[src/core/pps_params.svh]
// Register offsets, bit positions and reset values of the port status flags
`ifndef PPS_PARAMS_SVH
`define PPS_PARAMS_SVH

`define PPS_ADDR_FAULT     8'h10
`define PPS_ADDR_CHARGE    8'h11
`define PPS_ADDR_HANDSHAKE 8'h12
`define PPS_RESET_VALUE    8'h00

`define PPS_FE_FAULT_STATE 7
`define PPS_FE_OVERVOLT    2
`define PPS_FE_BACKV       1
`define PPS_FE_OVERCUR     0

`define PPS_CE_QUOTA       7
`define PPS_CE_REGION2     4
`define PPS_CE_THERMAL     3
`define PPS_CE_LIGHT       2
`define PPS_CE_UNPLUG      1
`define PPS_CE_CONNECT     0

`define PPS_HS_NONEG       7
`define PPS_HS_UVLO        4
`define PPS_HS_CUSTOM      3
`define PPS_HS_DCP         2
`define PPS_HS_CDP         1
`define PPS_HS_PASSTHRU    0

`define PPS_QUOTA_ACT_IRQ  2'h1

`endif

[src/core/pps_pkg.sv]
// Types shared by the port power status flag logic
package pps_pkg;
    typedef logic [7:0] pps_byte_t;
    typedef logic [1:0] pps_action_t;
    // Handshake outcome reported by the emulation engine
    typedef enum logic [2:0] {
        PPS_HS_NONE,
        PPS_HS_NOHANDSHAKE,
        PPS_HS_CUSTOM_OK,
        PPS_HS_DCP_OK,
        PPS_HS_CDP_OK,
        PPS_HS_PASSTHRU_OK
    } pps_hs_e;
endpackage

[src/core/pps_status_flags.sv]
// Fault, charge event and handshake outcome status flags with host pins
`include "pps_params.svh"

module pps_status_flags (
    input  wire logic            clk,
    input  wire logic            reset_n,
    // Host register port
    input  wire logic            reg_rd,
    input  wire logic            reg_wr,
    input  wire pps_pkg::pps_byte_t reg_addr,
    input  wire pps_pkg::pps_byte_t reg_wdata,
    output logic [7:0]           reg_rdata,
    // Comparator and engine inputs
    input  wire logic            supply_overvoltage,
    input  wire logic            bus_backvoltage,
    input  wire logic            bus_over_limit,
    input  wire logic            bus_over_r2min,
    input  wire logic            supply_uvlo,
    input  wire logic            thermal_reg_active,
    input  wire logic            light_load,
    input  wire logic            quota_reached,
    input  wire logic            attach_event,
    input  wire logic            removal_event,
    input  wire pps_pkg::pps_hs_e hs_result,
    input  wire logic            dedicated_charger_cycle,
    input  wire logic            new_profile_applied,
    input  wire logic            new_active_mode,
    input  wire logic            mode_select_line_one,
    input  wire logic            custom_dataswitch_close,
    input  wire logic            custom_const_current,
    // Configuration inputs
    input  wire logic            port_power_enable,
    input  wire logic            auto_recovery,
    input  wire logic            alert_link,
    input  wire logic            quota_enable,
    input  wire logic            quota_restart,
    input  wire pps_pkg::pps_action_t quota_action_sel,
    input  wire logic            dedicated_mode_dataswitch_ctrl,
    // Outputs
    output logic                 host_alert_n,
    output logic                 plug_detect_n,
    output logic                 power_switch_on,
    output logic                 data_switch_closed,
    output logic                 const_current_mode
);
    import pps_pkg::*;

    pps_byte_t fault_event_status, next_fault_event_status;
    pps_byte_t charge_event_status, next_charge_event_status;
    pps_byte_t handshake_outcome_status, next_handshake_outcome_status;
    logic      pt_armed, next_pt_armed;
    logic      mode_line_q, next_mode_line_q;
    logic      port_power_enable_q, next_port_power_enable_q;
    pps_byte_t next_reg_rdata;
    logic      next_host_alert_n, next_plug_detect_n, next_power_switch_on;
    logic      next_data_switch_closed, next_const_current_mode;

    function automatic logic hit(input pps_byte_t a, input pps_byte_t b);
        hit = (a == b);
    endfunction

    ////////////////////////////////////////////////////////////////////
    logic rd_fault, rd_charge, wr_fault, pwr_dis;
    logic c_ov, c_bv, c_oc, fault_clr, any_fault, fault_new, hs_clear;
    logic thermal_irq, light_irq, quota_irq;

    always_comb begin
        rd_fault  = reg_rd && hit(reg_addr, `PPS_ADDR_FAULT);
        rd_charge = reg_rd && hit(reg_addr, `PPS_ADDR_CHARGE);
        wr_fault  = reg_wr && hit(reg_addr, `PPS_ADDR_FAULT);
        pwr_dis   = port_power_enable_q && !port_power_enable;
        c_ov      = supply_overvoltage;
        c_bv      = bus_backvoltage;
        c_oc      = bus_over_limit && bus_over_r2min;
        next_fault_event_status = fault_event_status;
        next_charge_event_status = charge_event_status;
        next_handshake_outcome_status = handshake_outcome_status;
        next_pt_armed = pt_armed;
        next_mode_line_q = mode_select_line_one;
        next_port_power_enable_q = port_power_enable;

        // Fault flags: read clears only if the cause is gone; set wins
        if (rd_fault) begin
            if (!c_ov) next_fault_event_status[`PPS_FE_OVERVOLT] = 1'b0;
            if (!c_bv) next_fault_event_status[`PPS_FE_BACKV] = 1'b0;
            if (!c_oc) next_fault_event_status[`PPS_FE_OVERCUR] = 1'b0;
        end
        fault_clr = pwr_dis || (wr_fault && !reg_wdata[`PPS_FE_FAULT_STATE])
                    || (auto_recovery && !c_ov && !c_bv && !c_oc);
        any_fault = (|fault_event_status[2:0]) || c_ov || c_bv || c_oc;
        if (fault_clr && !(c_ov || c_bv || c_oc)) begin
            next_fault_event_status[2:0] = 3'b000;
        end
        if (c_ov) next_fault_event_status[`PPS_FE_OVERVOLT] = 1'b1;
        if (c_bv) next_fault_event_status[`PPS_FE_BACKV] = 1'b1;
        if (c_oc) next_fault_event_status[`PPS_FE_OVERCUR] = 1'b1;
        fault_new = c_ov || c_bv || c_oc;
        // Leaving the fault state needs a clear request with no fault cause active
        if (fault_new || (fault_event_status[`PPS_FE_FAULT_STATE] && any_fault
                          && !(fault_clr && !fault_new))) begin
            next_fault_event_status[`PPS_FE_FAULT_STATE] = 1'b1;
        end else if (fault_clr) begin
            next_fault_event_status[`PPS_FE_FAULT_STATE] = 1'b0;
        end

        // Charge events: read clears, event in same cycle wins
        if (rd_charge) begin
            next_charge_event_status[`PPS_CE_QUOTA]   = 1'b0;
            next_charge_event_status[`PPS_CE_THERMAL] = 1'b0;
            next_charge_event_status[`PPS_CE_LIGHT]   = 1'b0;
            next_charge_event_status[`PPS_CE_UNPLUG]  = 1'b0;
            next_charge_event_status[`PPS_CE_CONNECT] = 1'b0;
        end
        if (quota_restart || !quota_enable) begin
            next_charge_event_status[`PPS_CE_QUOTA] = 1'b0;
        end
        if (quota_reached && quota_enable) next_charge_event_status[`PPS_CE_QUOTA] = 1'b1;
        next_charge_event_status[`PPS_CE_REGION2] = bus_over_limit;
        if (thermal_reg_active) next_charge_event_status[`PPS_CE_THERMAL] = 1'b1;
        if (light_load) next_charge_event_status[`PPS_CE_LIGHT] = 1'b1;
        if (removal_event) next_charge_event_status[`PPS_CE_UNPLUG] = 1'b1;
        if (attach_event) next_charge_event_status[`PPS_CE_CONNECT] = 1'b1;
        next_charge_event_status[6:5] = 2'b00;

        // Handshake outcome flags
        hs_clear = pwr_dis || new_active_mode || removal_event;
        if (hs_clear) next_handshake_outcome_status[3:0] = 4'h0;
        if (new_profile_applied) begin
            next_handshake_outcome_status[`PPS_HS_NONEG] = 1'b0;
        end
        if (mode_select_line_one != mode_line_q) next_pt_armed = 1'b1;
        unique case (hs_result)
            PPS_HS_NOHANDSHAKE: begin
                if (dedicated_charger_cycle) begin
                    next_handshake_outcome_status = 8'h00;
                    next_handshake_outcome_status[`PPS_HS_NONEG] = 1'b1;
                end
            end
            PPS_HS_CUSTOM_OK: begin
                if (dedicated_charger_cycle) begin
                    next_handshake_outcome_status[`PPS_HS_CUSTOM] = 1'b1;
                    next_handshake_outcome_status[`PPS_HS_NONEG] = 1'b0;
                end
            end
            PPS_HS_DCP_OK: begin
                next_handshake_outcome_status[`PPS_HS_DCP] = 1'b1;
                next_handshake_outcome_status[`PPS_HS_NONEG] = 1'b0;
            end
            PPS_HS_CDP_OK: begin
                next_handshake_outcome_status[`PPS_HS_CDP] = 1'b1;
                next_handshake_outcome_status[`PPS_HS_NONEG] = 1'b0;
            end
            PPS_HS_PASSTHRU_OK: begin
                if (pt_armed) begin
                    next_handshake_outcome_status[`PPS_HS_PASSTHRU] = 1'b1;
                    next_handshake_outcome_status[`PPS_HS_NONEG] = 1'b0;
                    next_pt_armed = 1'b0;
                end
            end
            PPS_HS_NONE: begin
            end
            // Codes 6 and 7 name no outcome; dropped so stray values leave no flag
            default: begin
            end
        endcase
        next_handshake_outcome_status[`PPS_HS_UVLO] = supply_uvlo;
        next_handshake_outcome_status[6:5] = 2'b00;
    end

    ////////////////////////////////////////////////////////////////////
    // Host alert follows the fault flags, not the fault state bit: a latched
    // fault state whose causes were read away leaves the pin released
    always_comb begin
        thermal_irq = alert_link && charge_event_status[`PPS_CE_THERMAL];
        light_irq   = alert_link && charge_event_status[`PPS_CE_LIGHT];
        quota_irq   = (quota_action_sel == `PPS_QUOTA_ACT_IRQ)
                      && charge_event_status[`PPS_CE_QUOTA];
        next_host_alert_n = !((|fault_event_status[2:0]) || thermal_irq
                              || light_irq || quota_irq);
    end

    always_ff @(posedge clk) begin
        if (!reset_n) begin
            host_alert_n <= 1'h1;
        end else begin
            host_alert_n <= next_host_alert_n;
        end
    end

    ////////////////////////////////////////////////////////////////////
    // Attach pin; attach wins when both events land in one cycle
    always_comb begin
        next_plug_detect_n = plug_detect_n;
        if (attach_event) begin
            next_plug_detect_n = 1'h0;
        end else if (removal_event) begin
            next_plug_detect_n = 1'h1;
        end
    end

    always_ff @(posedge clk) begin
        if (!reset_n) begin
            plug_detect_n <= 1'h1;
        end else begin
            plug_detect_n <= next_plug_detect_n;
        end
    end

    ////////////////////////////////////////////////////////////////////
    // Port switch follows enable, undervoltage and fault state; data path follows the accepted profile
    always_comb begin
        next_power_switch_on = port_power_enable && !supply_uvlo
                               && !fault_event_status[`PPS_FE_FAULT_STATE];
        next_data_switch_closed = data_switch_closed;
        next_const_current_mode = const_current_mode;
        if (handshake_outcome_status[`PPS_HS_CUSTOM]) begin
            next_data_switch_closed = custom_dataswitch_close;
            next_const_current_mode = custom_const_current;
        end else if (handshake_outcome_status[`PPS_HS_DCP]) begin
            next_data_switch_closed = dedicated_mode_dataswitch_ctrl;
            next_const_current_mode = 1'h1;
        end else if (|handshake_outcome_status[1:0]) begin
            next_data_switch_closed = 1'h1;
            next_const_current_mode = 1'h0;
        end
    end

    always_ff @(posedge clk) begin
        if (!reset_n) begin
            power_switch_on    <= 1'h0;
            data_switch_closed <= 1'h0;
            const_current_mode <= 1'h0;
        end else begin
            power_switch_on    <= next_power_switch_on;
            data_switch_closed <= next_data_switch_closed;
            const_current_mode <= next_const_current_mode;
        end
    end

    ////////////////////////////////////////////////////////////////////
    // Read data captured at the read edge, before the clear lands
    always_comb begin
        next_reg_rdata = reg_rdata;
        if (reg_rd) begin
            if (hit(reg_addr, `PPS_ADDR_FAULT)) next_reg_rdata = fault_event_status;
            else if (hit(reg_addr, `PPS_ADDR_CHARGE)) next_reg_rdata = charge_event_status;
            else if (hit(reg_addr, `PPS_ADDR_HANDSHAKE)) next_reg_rdata = handshake_outcome_status;
            else next_reg_rdata = `PPS_RESET_VALUE;
        end
    end

    always_ff @(posedge clk) begin
        if (!reset_n) begin
            reg_rdata <= `PPS_RESET_VALUE;
        end else begin
            reg_rdata <= next_reg_rdata;
        end
    end

    ////////////////////////////////////////////////////////////////////
    // Status state, fed by the next-state process above
    always_ff @(posedge clk) begin
        if (!reset_n) begin
            fault_event_status <= `PPS_RESET_VALUE;
            port_power_enable_q           <= 1'h0;
        end else begin
            fault_event_status <= next_fault_event_status;
            port_power_enable_q           <= next_port_power_enable_q;
        end
    end

    always_ff @(posedge clk) begin
        if (!reset_n) begin
            charge_event_status <= `PPS_RESET_VALUE;
        end else begin
            charge_event_status <= next_charge_event_status;
        end
    end

    // Armed after reset, so the first pass-through outcome always shows
    always_ff @(posedge clk) begin
        if (!reset_n) begin
            handshake_outcome_status <= `PPS_RESET_VALUE;
            pt_armed                 <= 1'h1;
            mode_line_q              <= 1'h0;
        end else begin
            handshake_outcome_status <= next_handshake_outcome_status;
            pt_armed                 <= next_pt_armed;
            mode_line_q              <= next_mode_line_q;
        end
    end
endmodule

[config.mk]
export PLATFORM = sky130hd
export DESIGN_NAME = pps_status_flags
export DESIGN_NICKNAME = d
export VERILOG_FILES = /design/src/core/pps_pkg.sv /design/src/core/pps_status_flags.sv
export VERILOG_INCLUDE_DIRS = /design/src /design/src/core
export SDC_FILE = /design/constraint.sdc
export NUM_CORES = 1
export LEC_CHECK = 0
export BUFFER_PORTS_ARGS = -buffer_cell sky130_fd_sc_hd__buf_2
export CORE_UTILIZATION = 35
export CTS_BUF_LIST = sky130_fd_sc_hd__clkbuf_16
export DETAILED_ROUTE_END_ITERATION = 6
export GPL_TIMING_DRIVEN = 0
export PLACE_DENSITY = 0.59
export SLEW_MARGIN = 20
export SYNTH_ARGS = -nofsm -noshare
export SYNTH_HDL_FRONTEND = slang
export SYNTH_SLANG_ARGS = --single-unit
[constraint.sdc]
create_clock -name clk -period 1.2 [get_ports clk]
set_input_delay 0.24 -clock clk [delete_from_list [all_inputs] [get_ports clk]]
set_output_delay 0.24 -clock clk [all_outputs]
set_load 0.1 [all_outputs]
==> results_dict.tcl, run 1 <==
set metrics [dict create \
    insertion_delay_ns 0.27 \
    grt_antenna_before_repair 0 \
    crit_path_max_fanout 2 \
    setup_violations 0 \
    diodes 0 \
    portBuffers 50 \
    min-delay-start "supply_uvlo" \
    synth-edff-count 0 \
    path_cells "buf_4" \
    critPathKind "flop to primary output" \
    r2r-start "port_power_enable_q" \
    status "finished, final reports clean" \
    globalplace.congestion 0.830 \
    worstSetupStartpointType "flop" \
    drive_gt1_share_pct 34.8 \
    hold_depth 2 \
    crit_family "flip-flops" \
    area_delta_synth_final_pct 37.5 \
    die_area_mm2 0.00399 \
    avgSynthCellArea_um2 8.96 \
    synthArstFlopShare_pct 0 \
    rsz0062_at_grt "false" \
    min_path_type "input port to flop" \
    worstHoldEndpoint "power_switch_on" \
    cpPeakStageDelay_ns 0.35 \
    die_h_um 63.2 \
    ios 60 \
    vias_per_cell 5.10 \
    clk_pin_slew_ns 0.05 \
    fmax_mhz 864 \
    grt_pass1_wl_um 5460 \
    grt_start_max_net_pins 11 \
    overflow 0 \
    clk_path_buf_depth 2 \
    dpl.hpwl_um 2510 \
    ys.flop_type "dfxtp_1" \
    cts.htree.levels 2 \
    fin_cells 250 \
    fin_crit_sh_pct 96.5 \
    slowest_stage "dfxtp_1" \
    crit_cells 1 \
    fin_skew_ns 0.00316 \
    worst_slew_pin_slew_ns 0.509 \
    r2r-end "handshake_outcome_status[0]" \
    ir_worst_vdd_v 0.000765 \
    drt_iter0_drc 86 \
    final_util_pct 51.9 \
    p_per_area_mw_per_mm2 1420 \
    endpoint_kind "primary output" \
    cts_buffers 5 \
    cp_data_required_time_ns 0.96 \
    grt_use_total_pct 17.8 \
    min_period_ns 1.16 \
    rrSetupSlack_ns 0.12 \
    r2r_cells 4 \
    yosysWarnings 0 \
    ant_nets 0 \
    vias 1274 \
    ctsHoldBuffers 0 \
    path_buf_inv 1 \
    cts_sinks 30 \
    wire_per_inst_um 12.9 \
    drt_wl_total_um 3240 \
    netlist_instances 146 \
    dr.pass1.iters 4 \
    drv_cap 0 \
    rows 21 \
    cts_tree "yes" \
    cts_root_buf "clkbuf_16" \
    leakagePower_nw 0.822 \
    cp.arrival_ns 0.92 \
    dp_cells 243 \
    fillers 342 \
    hold_viol_final 0 \
    fp.dieW_um 63.2 \
    slew-limit-headroom_pct 66.1 \
    final_max_slew_viol_count 0 \
    coreArea_mm2 0.00347 \
    nNetsFinal 252 \
    total_power_w 0.00255 \
    ys_seq_area_share_pct 45.9 \
    drc 0 \
    start_util_pct 37.7 \
    synth.distinct_cells 36 \
    netlist_area_mm2 0.00131 \
    synth-seq-cells 30 \
    grt_pass1_vias 1235 \
]
## what timing repair did
action | in CTS | in global routing
pin swaps | 0 | 1
setup endpoints to repair | 11 | 8
gates resized for setup | 11 | 2
setup buffers | 0 | 1
## where the power goes
part	internal, W	switching [W]	total, W
logic	0.000132	0.000233	0.000366
registers	0.00105	0.0000303	0.00108
clock network	0.000731	0.000375	0.00111
## cells in the final DEF (no fill, tap or decap), drive strengths merged
cell type	n
and4bb	1
o211a	1
a22oi	2
o211ai	2
and2b	4
a22o	4
a21boi	1
nand3b	1
clkbuf	7
a32o	1
and4	3
a211oi	1
clkinv	1
o221ai	4
and2	4
nand4	2
a21oi	13
xor2	1
inv	10
nor2	6
nor3	2
nand2	16
nor2b	12
o41ai	1
nor4	2
buf	55
conb	2
o21ai	7
a31oi	1
a32oi	1
dfxtp	30
nand3	3
nor3b	2
nor4b	1
## cells in the mapped netlist (3+ instances only)
library cell / n / area, µm²
nor2_1: 6 / 22.5
nand3_1: 3 / 15.0
o221ai_1: 4 / 35.0
nand2_1: 16 / 60.1
nor2b_1: 12 / 75.1
o21ai_0: 7 / 35.0
and2_1: 4 / 25.0
inv_1: 10 / 37.5
and4_1: 3 / 26.3
and2b_1: 4 / 30.0
a22o_1: 3 / 26.3
dfxtp_1: 30 / 601
buf_4: 3 / 22.5
a21oi_1: 13 / 65.1
## area by class of cell
| class | instances | area, µm² | share of cell area, % |
|---|---|---|---|
| inverter | 10 | 37.5 | 2.09 |
| clock buffer | 5 | 125 | 6.95 |
| multi-input combinational | 101 | 648 | 36.0 |
| sequential | 30 | 607 | 33.7 |
| clock inverter | 1 | 3.75 | 0.209 |
| timing repair buffer | 51 | 285 | 15.9 |
| tap | 46 | 57.6 | 3.20 |
| buffer | 6 | 35.0 | 1.95 |
## routing by layer
layer | vias to the layer above | wire length [µm] | track usage, % | share of wire [%]
li1 | 635 | - | - | -
met1 | 587 | 1420 | 22.1 | 44
met2 | 47 | 1550 | 28.8 | 48
met3 | 5 | 199 | 3.99 | 6.1
met4 | 0 | 65 | 8.72 | 2.0
met5 | - | 0 | 0 | 0
## sequential cells by signal, indices dropped and copies added, names as in the netlist
| signal | count |
|---|---|
| host_alert_n | 1 |
| pt_armed | 1 |
| port_power_enable_q | 1 |
| const_current_mode | 1 |
| plug_detect_n | 1 |
| data_switch_closed | 1 |
| charge_event_status | 6 |
| handshake_outcome_status | 6 |
| power_switch_on | 1 |
| mode_line_q | 1 |
| reg_rdata | 6 |
| fault_event_status | 4 |
## worst max path at each step
stage                                  end          from
floorplan                     reg_rdata[0]  reg_rdata[0]
global placement    charge_event_status[7]   reg_addr[5]
detailed placement  charge_event_status[2]   reg_addr[5]
CTS                           reg_rdata[7]  reg_rdata[7]
global route                  reg_rdata[7]  reg_rdata[7]
finish                        reg_rdata[7]  reg_rdata[7]
## metrics by stage
step / TNS [ns] / hold slack (ns) / area (µm²) / setup slack [ns]
2_1_floorplan: 0 / 0.316 / 1320 / 0.0300
3_3_place_gp: -2.00 / 0.431 / 1630 / -0.195
3_5_place_dp: -2.28 / 0.430 / 1630 / -0.211
4_1_cts: 0 / 0.147 / 1780 / 0.0492
5_1_grt: 0 / 0.155 / 1800 / 0.00461
6_report: 0 / 0.152 / 1800 / 0.0424
## cells by family (layout without fill, tap and decap cells)
kind of cell	count (synthesis)	count (layout)	synth area share, %
buffers and inverters	16	73	5.54
AO/OA/AOI/OAI	39	39	19.9
XOR/XNOR	1	1	0.669
flip-flops	30	30	45.9
AND/OR/NAND/NOR	59	59	27.7
other	1	2	0.287
Power figures use the tool's default switching activity.
==> run 2, diff against run 1 <==
==> constraint.sdc (replaced) <==
create_clock -name clk -period 1.2 [get_ports clk]
set_input_delay 0.06 -clock clk [delete_from_list [all_inputs] [get_ports clk]]
set_output_delay 0.06 -clock clk [all_outputs]
set_load 0.1 [all_outputs]
==> run 2 against run 1 <==
Net effect:
- via count fell by 0.16%
- worst setup slack improved by 0.055 ns
- non-clock buffer count up 1
- final area is 1.2% lower
- fmax up 5.0%
- routed wire length up 0.99%
==> results_dict.tcl, run 2 (synthesized netlist as in run 1, its figures left out) <==
set metrics [dict create \
    worstSetupStartpointType "flop" \
    fin_crit_sh_pct 91.9 \
    cts_tree "yes" \
    slowest_stage "buf_2" \
    setup_violations 0 \
    fin_ws_ns 0.0976 \
    clk_path_buf_depth 2 \
    place_area_mm2 0.00163 \
    cts_buffers 5 \
    grt_pass1_vias 1254 \
    path_buf_inv 1 \
    wl_met3_um 158 \
    die_area_mm2 0.00399 \
    grt_pass1_wl_um 5510 \
    place_ws_ns -0.0307 \
    wl_met2_um 1570 \
    cp_data_required_time_ns 1.14 \
    fin_setup_tns_ns 0 \
    clk_pin_slew_ns 0.05 \
    drt_wl_total_um 3270 \
    crit_family "buffers and inverters" \
    endpoint_kind "primary output" \
    final_design_area_no_fill_mm2 0.00178 \
    path_cells "buf_2" \
    status "finished, final reports clean" \
    cts.htree.levels 2 \
    portBuffers 50 \
    final_util_pct 51.3 \
    fin_skew_ns 0.00306 \
    crit_start "reg_rdata[7]" \
    die_h_um 63.2 \
    final_max_slew_viol_count 0 \
    insertion_delay_ns 0.27 \
    final_common_cell "buf_2" \
    rows 21 \
    dpl.hpwl_um 2510 \
    wl_met1_um 1470 \
    cp-endpoint "reg_rdata[7]" \
    vias_per_cell 5.07 \
    vias 1272 \
    reg_top3 "charge_event_status x6, handshake_outcome_status x6, reg_rdata x6" \
    fin_hold_ws_ns 0.00441 \
    r2r-end "handshake_outcome_status[0]" \
    min_period_ns 1.10 \
    ir_worst_vdd_v 0.000761 \
    drc 0 \
    dr.pass1.iters 5 \
    drt_iter0_drc 81 \
    leakagePower_nw 0.824 \
    start_util_pct 37.7 \
    ios 60 \
    grt_antenna_before_repair 0 \
    min-delay-start "quota_reached" \
    r2r_cells 4 \
    cts_sinks 30 \
    cts_root_buf "clkbuf_16" \
    grt_use_total_pct 18.0 \
    overflow 0 \
    rrSetupSlack_ns 0.11 \
    hold_viol_final 0 \
    rsz0062_at_grt "false" \
    cpPeakStageDelay_ns 0.43 \
    drv_cap 0 \
    p_per_area_mw_per_mm2 1430 \
    crit_cells 1 \
    r2r-start "port_power_enable_q" \
    grt_start_max_net_pins 11 \
    fp.dieW_um 63.2 \
    fmax_mhz 907 \
    wire_per_inst_um 13.0 \
    slew-limit-headroom_pct 65.9 \
    worst_slew_pin_slew_ns 0.511 \
    diodes 0 \
    area_delta_synth_final_pct 35.9 \
    coreArea_mm2 0.00347 \
    critPathKind "flop to primary output" \
    min_path_type "input port to flop" \
    cp.arrival_ns 1.04 \
    crit_path_max_fanout 2 \
    drive_gt1_share_pct 33.7 \
    nNetsFinal 253 \
    globalplace.congestion 0.830 \
    ant_nets 0 \
    final_cell_mix "buf_2 (51), dfxtp_1 (25), nand2_1 (16)" \
    maxUsedRoutingLayer "met4" \
]
## run 2: cell count changes in the layout (fill, tap and decap cells not counted)
cell / delta
buf_4: -12
nor4_2: -1
nor4_1: +1
buf_2: +11
dlygate4sd3_1: +2
## run 2: through the flow
step | cells | power, W
5_1_grt | 251 | 0.00265
3_5_place_dp | 243 | 0.00145
6_report | 251 | 0.00255
3_3_place_gp | 243 | 0.00144
4_1_cts | 251 | 0.00257
2_1_floorplan | 147 | 0.00132
## run 2: layer usage
layer | track usage [%] | vias to the layer above
met5 | 0 | -
met4 | 8.72 | 0
met3 | 3.99 | 5
met2 | 29.0 | 44
met1 | 22.3 | 586
li1 | - | 637
## run 2: layout make-up
type	count	area, µm²
Fill cell	349	1690
Multi-Input combinational cell	101	642
Sequential cell	30	607
Timing Repair Buffer	52	270
Clock buffer	5	125
Tap cell	46	57.6
Inverter	10	37.5
Buffer	6	35.0
Clock inverter	1	3.75
## run 2: worst min-delay path by stage
| stage | end | slack [ns] | cells after the start |
|---|---|---|---|
| 2_1_floorplan | power_switch_on | 0.14 | 1 |
| 3_3_place_gp | power_switch_on | 0.25 | 2 |
| 3_5_place_dp | power_switch_on | 0.25 | 2 |
| 4_1_cts | charge_event_status[7] | 0.004 | 3 |
| 5_1_grt | charge_event_status[7] | 0.03 | 3 |
| 6_report | charge_event_status[7] | 0.004 | 3 |
## run 2: what timing repair did
action | 4_1_cts | 5_1_grt
setup buffers | 0 | 0
resized for setup | 0 | 1
setup endpoints to repair | 0 | 1
hold buffers | 2 | 0
hold endpoints to repair | 2 | 0
## run 2: where the power goes
part / internal (W) / switching [W] / leakage [nW]
Clock: 0.000731 / 0.000373 / 0.0632
Sequential: 0.00105 / 0.0000297 / 0.249
Combinational: 0.000129 / 0.000234 / 0.512
==> run 3, diff against run 2 <==
--- a/config.mk
+++ b/config.mk
@@ -12,6 +12,7 @@
 export DETAILED_ROUTE_END_ITERATION = 6
 export GPL_TIMING_DRIVEN = 0
 export PLACE_DENSITY = 0.59
+export REMOVE_ABC_BUFFERS = 1
 export SLEW_MARGIN = 20
 export SYNTH_ARGS = -nofsm -noshare
 export SYNTH_HDL_FRONTEND = slang
==> constraint.sdc (replaced) <==
create_clock -name clk -period 1.12 [get_ports clk]
set_input_delay 0.056 -clock clk [delete_from_list [all_inputs] [get_ports clk]]
set_output_delay 0.056 -clock clk [all_outputs]
set_load 0.1 [all_outputs]
==> run 3 against run 2 <==
Net effect:
- hold slack worse by 0.0029 ns
- worst setup slack worse by 0.057 ns
- core utilization down 1.0 points
- sequential share of layout area up 0.35 points
==> results_dict.tcl, run 3 (synthesized netlist as in run 1, its figures left out) <==
set metrics [dict create \
    cts_root_buf "clkbuf_16" \
    diodes 0 \
    clk_path_buf_depth 2 \
    endpoint_kind "primary output" \
    crit_path_max_fanout 2 \
    ir_worst_vdd_v 0.000723 \
    status "finished, final reports clean" \
    wire_per_inst_um 12.8 \
    final_util_pct 50.2 \
    power.switching_w 0.000696 \
    pwr-share-seq_pct 42.1 \
    min_period_ns 1.08 \
    fin_hold_ws_ns 0.00152 \
    intPower_w 0.00205 \
    vias 1233 \
    cts_setup_buffers 0 \
    insertion_delay_ns 0.27 \
    slowest_stage "buf_2" \
    grt_pass1_vias 1222 \
    ios 60 \
    path_buf_inv 1 \
    grt_start_max_net_pins 24 \
    start_util_pct 37.7 \
    seq_area_um2 601 \
    worstSetupStartpointType "flop" \
    ant_nets 0 \
    nNetsFinal 246 \
    dr.pass1.iters 4 \
    fin_cells 246 \
    drive_gt1_share_pct 30.0 \
    cpPeakStageDelay_ns 0.43 \
    fin_skew_ns 0.00301 \
    area_delta_synth_final_pct 33.1 \
    power_frac_comb_pct 13.6 \
    drc 0 \
    clk_pin_slew_ns 0.05 \
    vias_per_cell 5.01 \
    cts.htree.levels 2 \
    die_area_mm2 0.00399 \
    path_cells "buf_2" \
    drv_cap 0 \
    cp_data_required_time_ns 1.06 \
    leakagePower_nw 0.800 \
    grt_pass1_wl_um 5330 \
    clkPwrFrac_pct 44.3 \
    fin_crit_sh_pct 96.4 \
    hold_viol_final 0 \
    setup_violations 0 \
    p_per_area_mw_per_mm2 1570 \
    place_area_mm2 0.00159 \
    final_cell_mix "buf_2 (49), dfxtp_1 (30), nand2_1 (16)" \
    dpl.hpwl_um 2390 \
    dp_cells 237 \
    overflow 0 \
    fmax_mhz 927 \
    globalplace.congestion 0.807 \
    drt_iter0_drc 100 \
    cts_tree "yes" \
    rows 21 \
    final_design_area_no_fill_mm2 0.00174 \
    final_common_cell "buf_2" \
    drt_wl_total_um 3140 \
    cts_sinks 30 \
    die_h_um 63.2 \
    swShare_pct 25.4 \
    coreArea_mm2 0.00347 \
    min_path_type "input port to flop" \
    grt_use_total_pct 17.5 \
    multi_input_area_um2 647 \
    final_max_slew_viol_count 0 \
    reg_top3 "charge_event_status x6, handshake_outcome_status x6, reg_rdata x6" \
    critPathKind "flop to primary output" \
    portBuffers 50 \
    fp.dieW_um 63.2 \
    cts_buffers 5 \
    fillers 367 \
    cp.arrival_ns 1.02 \
    grt_antenna_before_repair 0 \
    crit_family "buffers and inverters" \
]
## run 3: final timing paths
kind / to / slack [ns] / depth (start not counted) / from
max: reg_rdata[4] / 0.04 / 1 / reg_rdata[4]
max reg2reg: handshake_outcome_status[1] / 0.08 / 4 / port_power_enable_q
min reg2reg: reg_rdata[1] / 0.44 / 2 / reg_rdata[1]
min: plug_detect_n / 0.002 / 2 / attach_event
## run 3: power groups by stage
| stage | clock (W) | combinational, W | sequential [W] |
|---|---|---|---|
| after floorplan | 0 | 0.000142 | 0.00126 |
| after detailed placement | 0 | 0.000368 | 0.00117 |
| after global placement | 0 | 0.000362 | 0.00117 |
| after CTS | 0.00124 | 0.000373 | 0.00115 |
| after global routing | 0.00130 | 0.000406 | 0.00116 |
| final | 0.00121 | 0.000373 | 0.00115 |
## run 3: stage by stage
step / total power (W) / setup TNS [ns] / setup slack (ns)
after floorplan: 0.00140 / -1.00 / -0.327
after global placement: 0.00154 / -0.955 / -0.114
after detailed placement: 0.00154 / -1.07 / -0.119
after CTS: 0.00277 / 0 / 0.0246
after global routing: 0.00287 / -0.00192 / -0.000998
final: 0.00274 / 0 / 0.0408
## run 3: what timing repair did
action,CTS,global route
hold buffers,1,0
hold endpoints to repair,2,0
endpoints found under the setup margin,0,6
resized for setup,0,3
## run 3: per-layer routing
layer / routed length, µm / GRT usage [%] / vias to the layer above
met4: 12 / 6.10 / 0
met3: 142 / 6.88 / 2
met1: 1380 / 20.4 / 577
li1: - / - / 620
met2: 1610 / 28.8 / 34
met5: 0 / 0 / -
## run 3: area by class of cell
cell class                      count  share of cell area (%)
Clock buffer                        5                    7.18
Clock inverter                      3                   0.647
Inverter                           10                    2.16
Multi-Input combinational cell    101                    37.1
Sequential cell                    30                    34.5
Tap cell                           46                    3.30
Timing Repair Buffer               51                    15.1
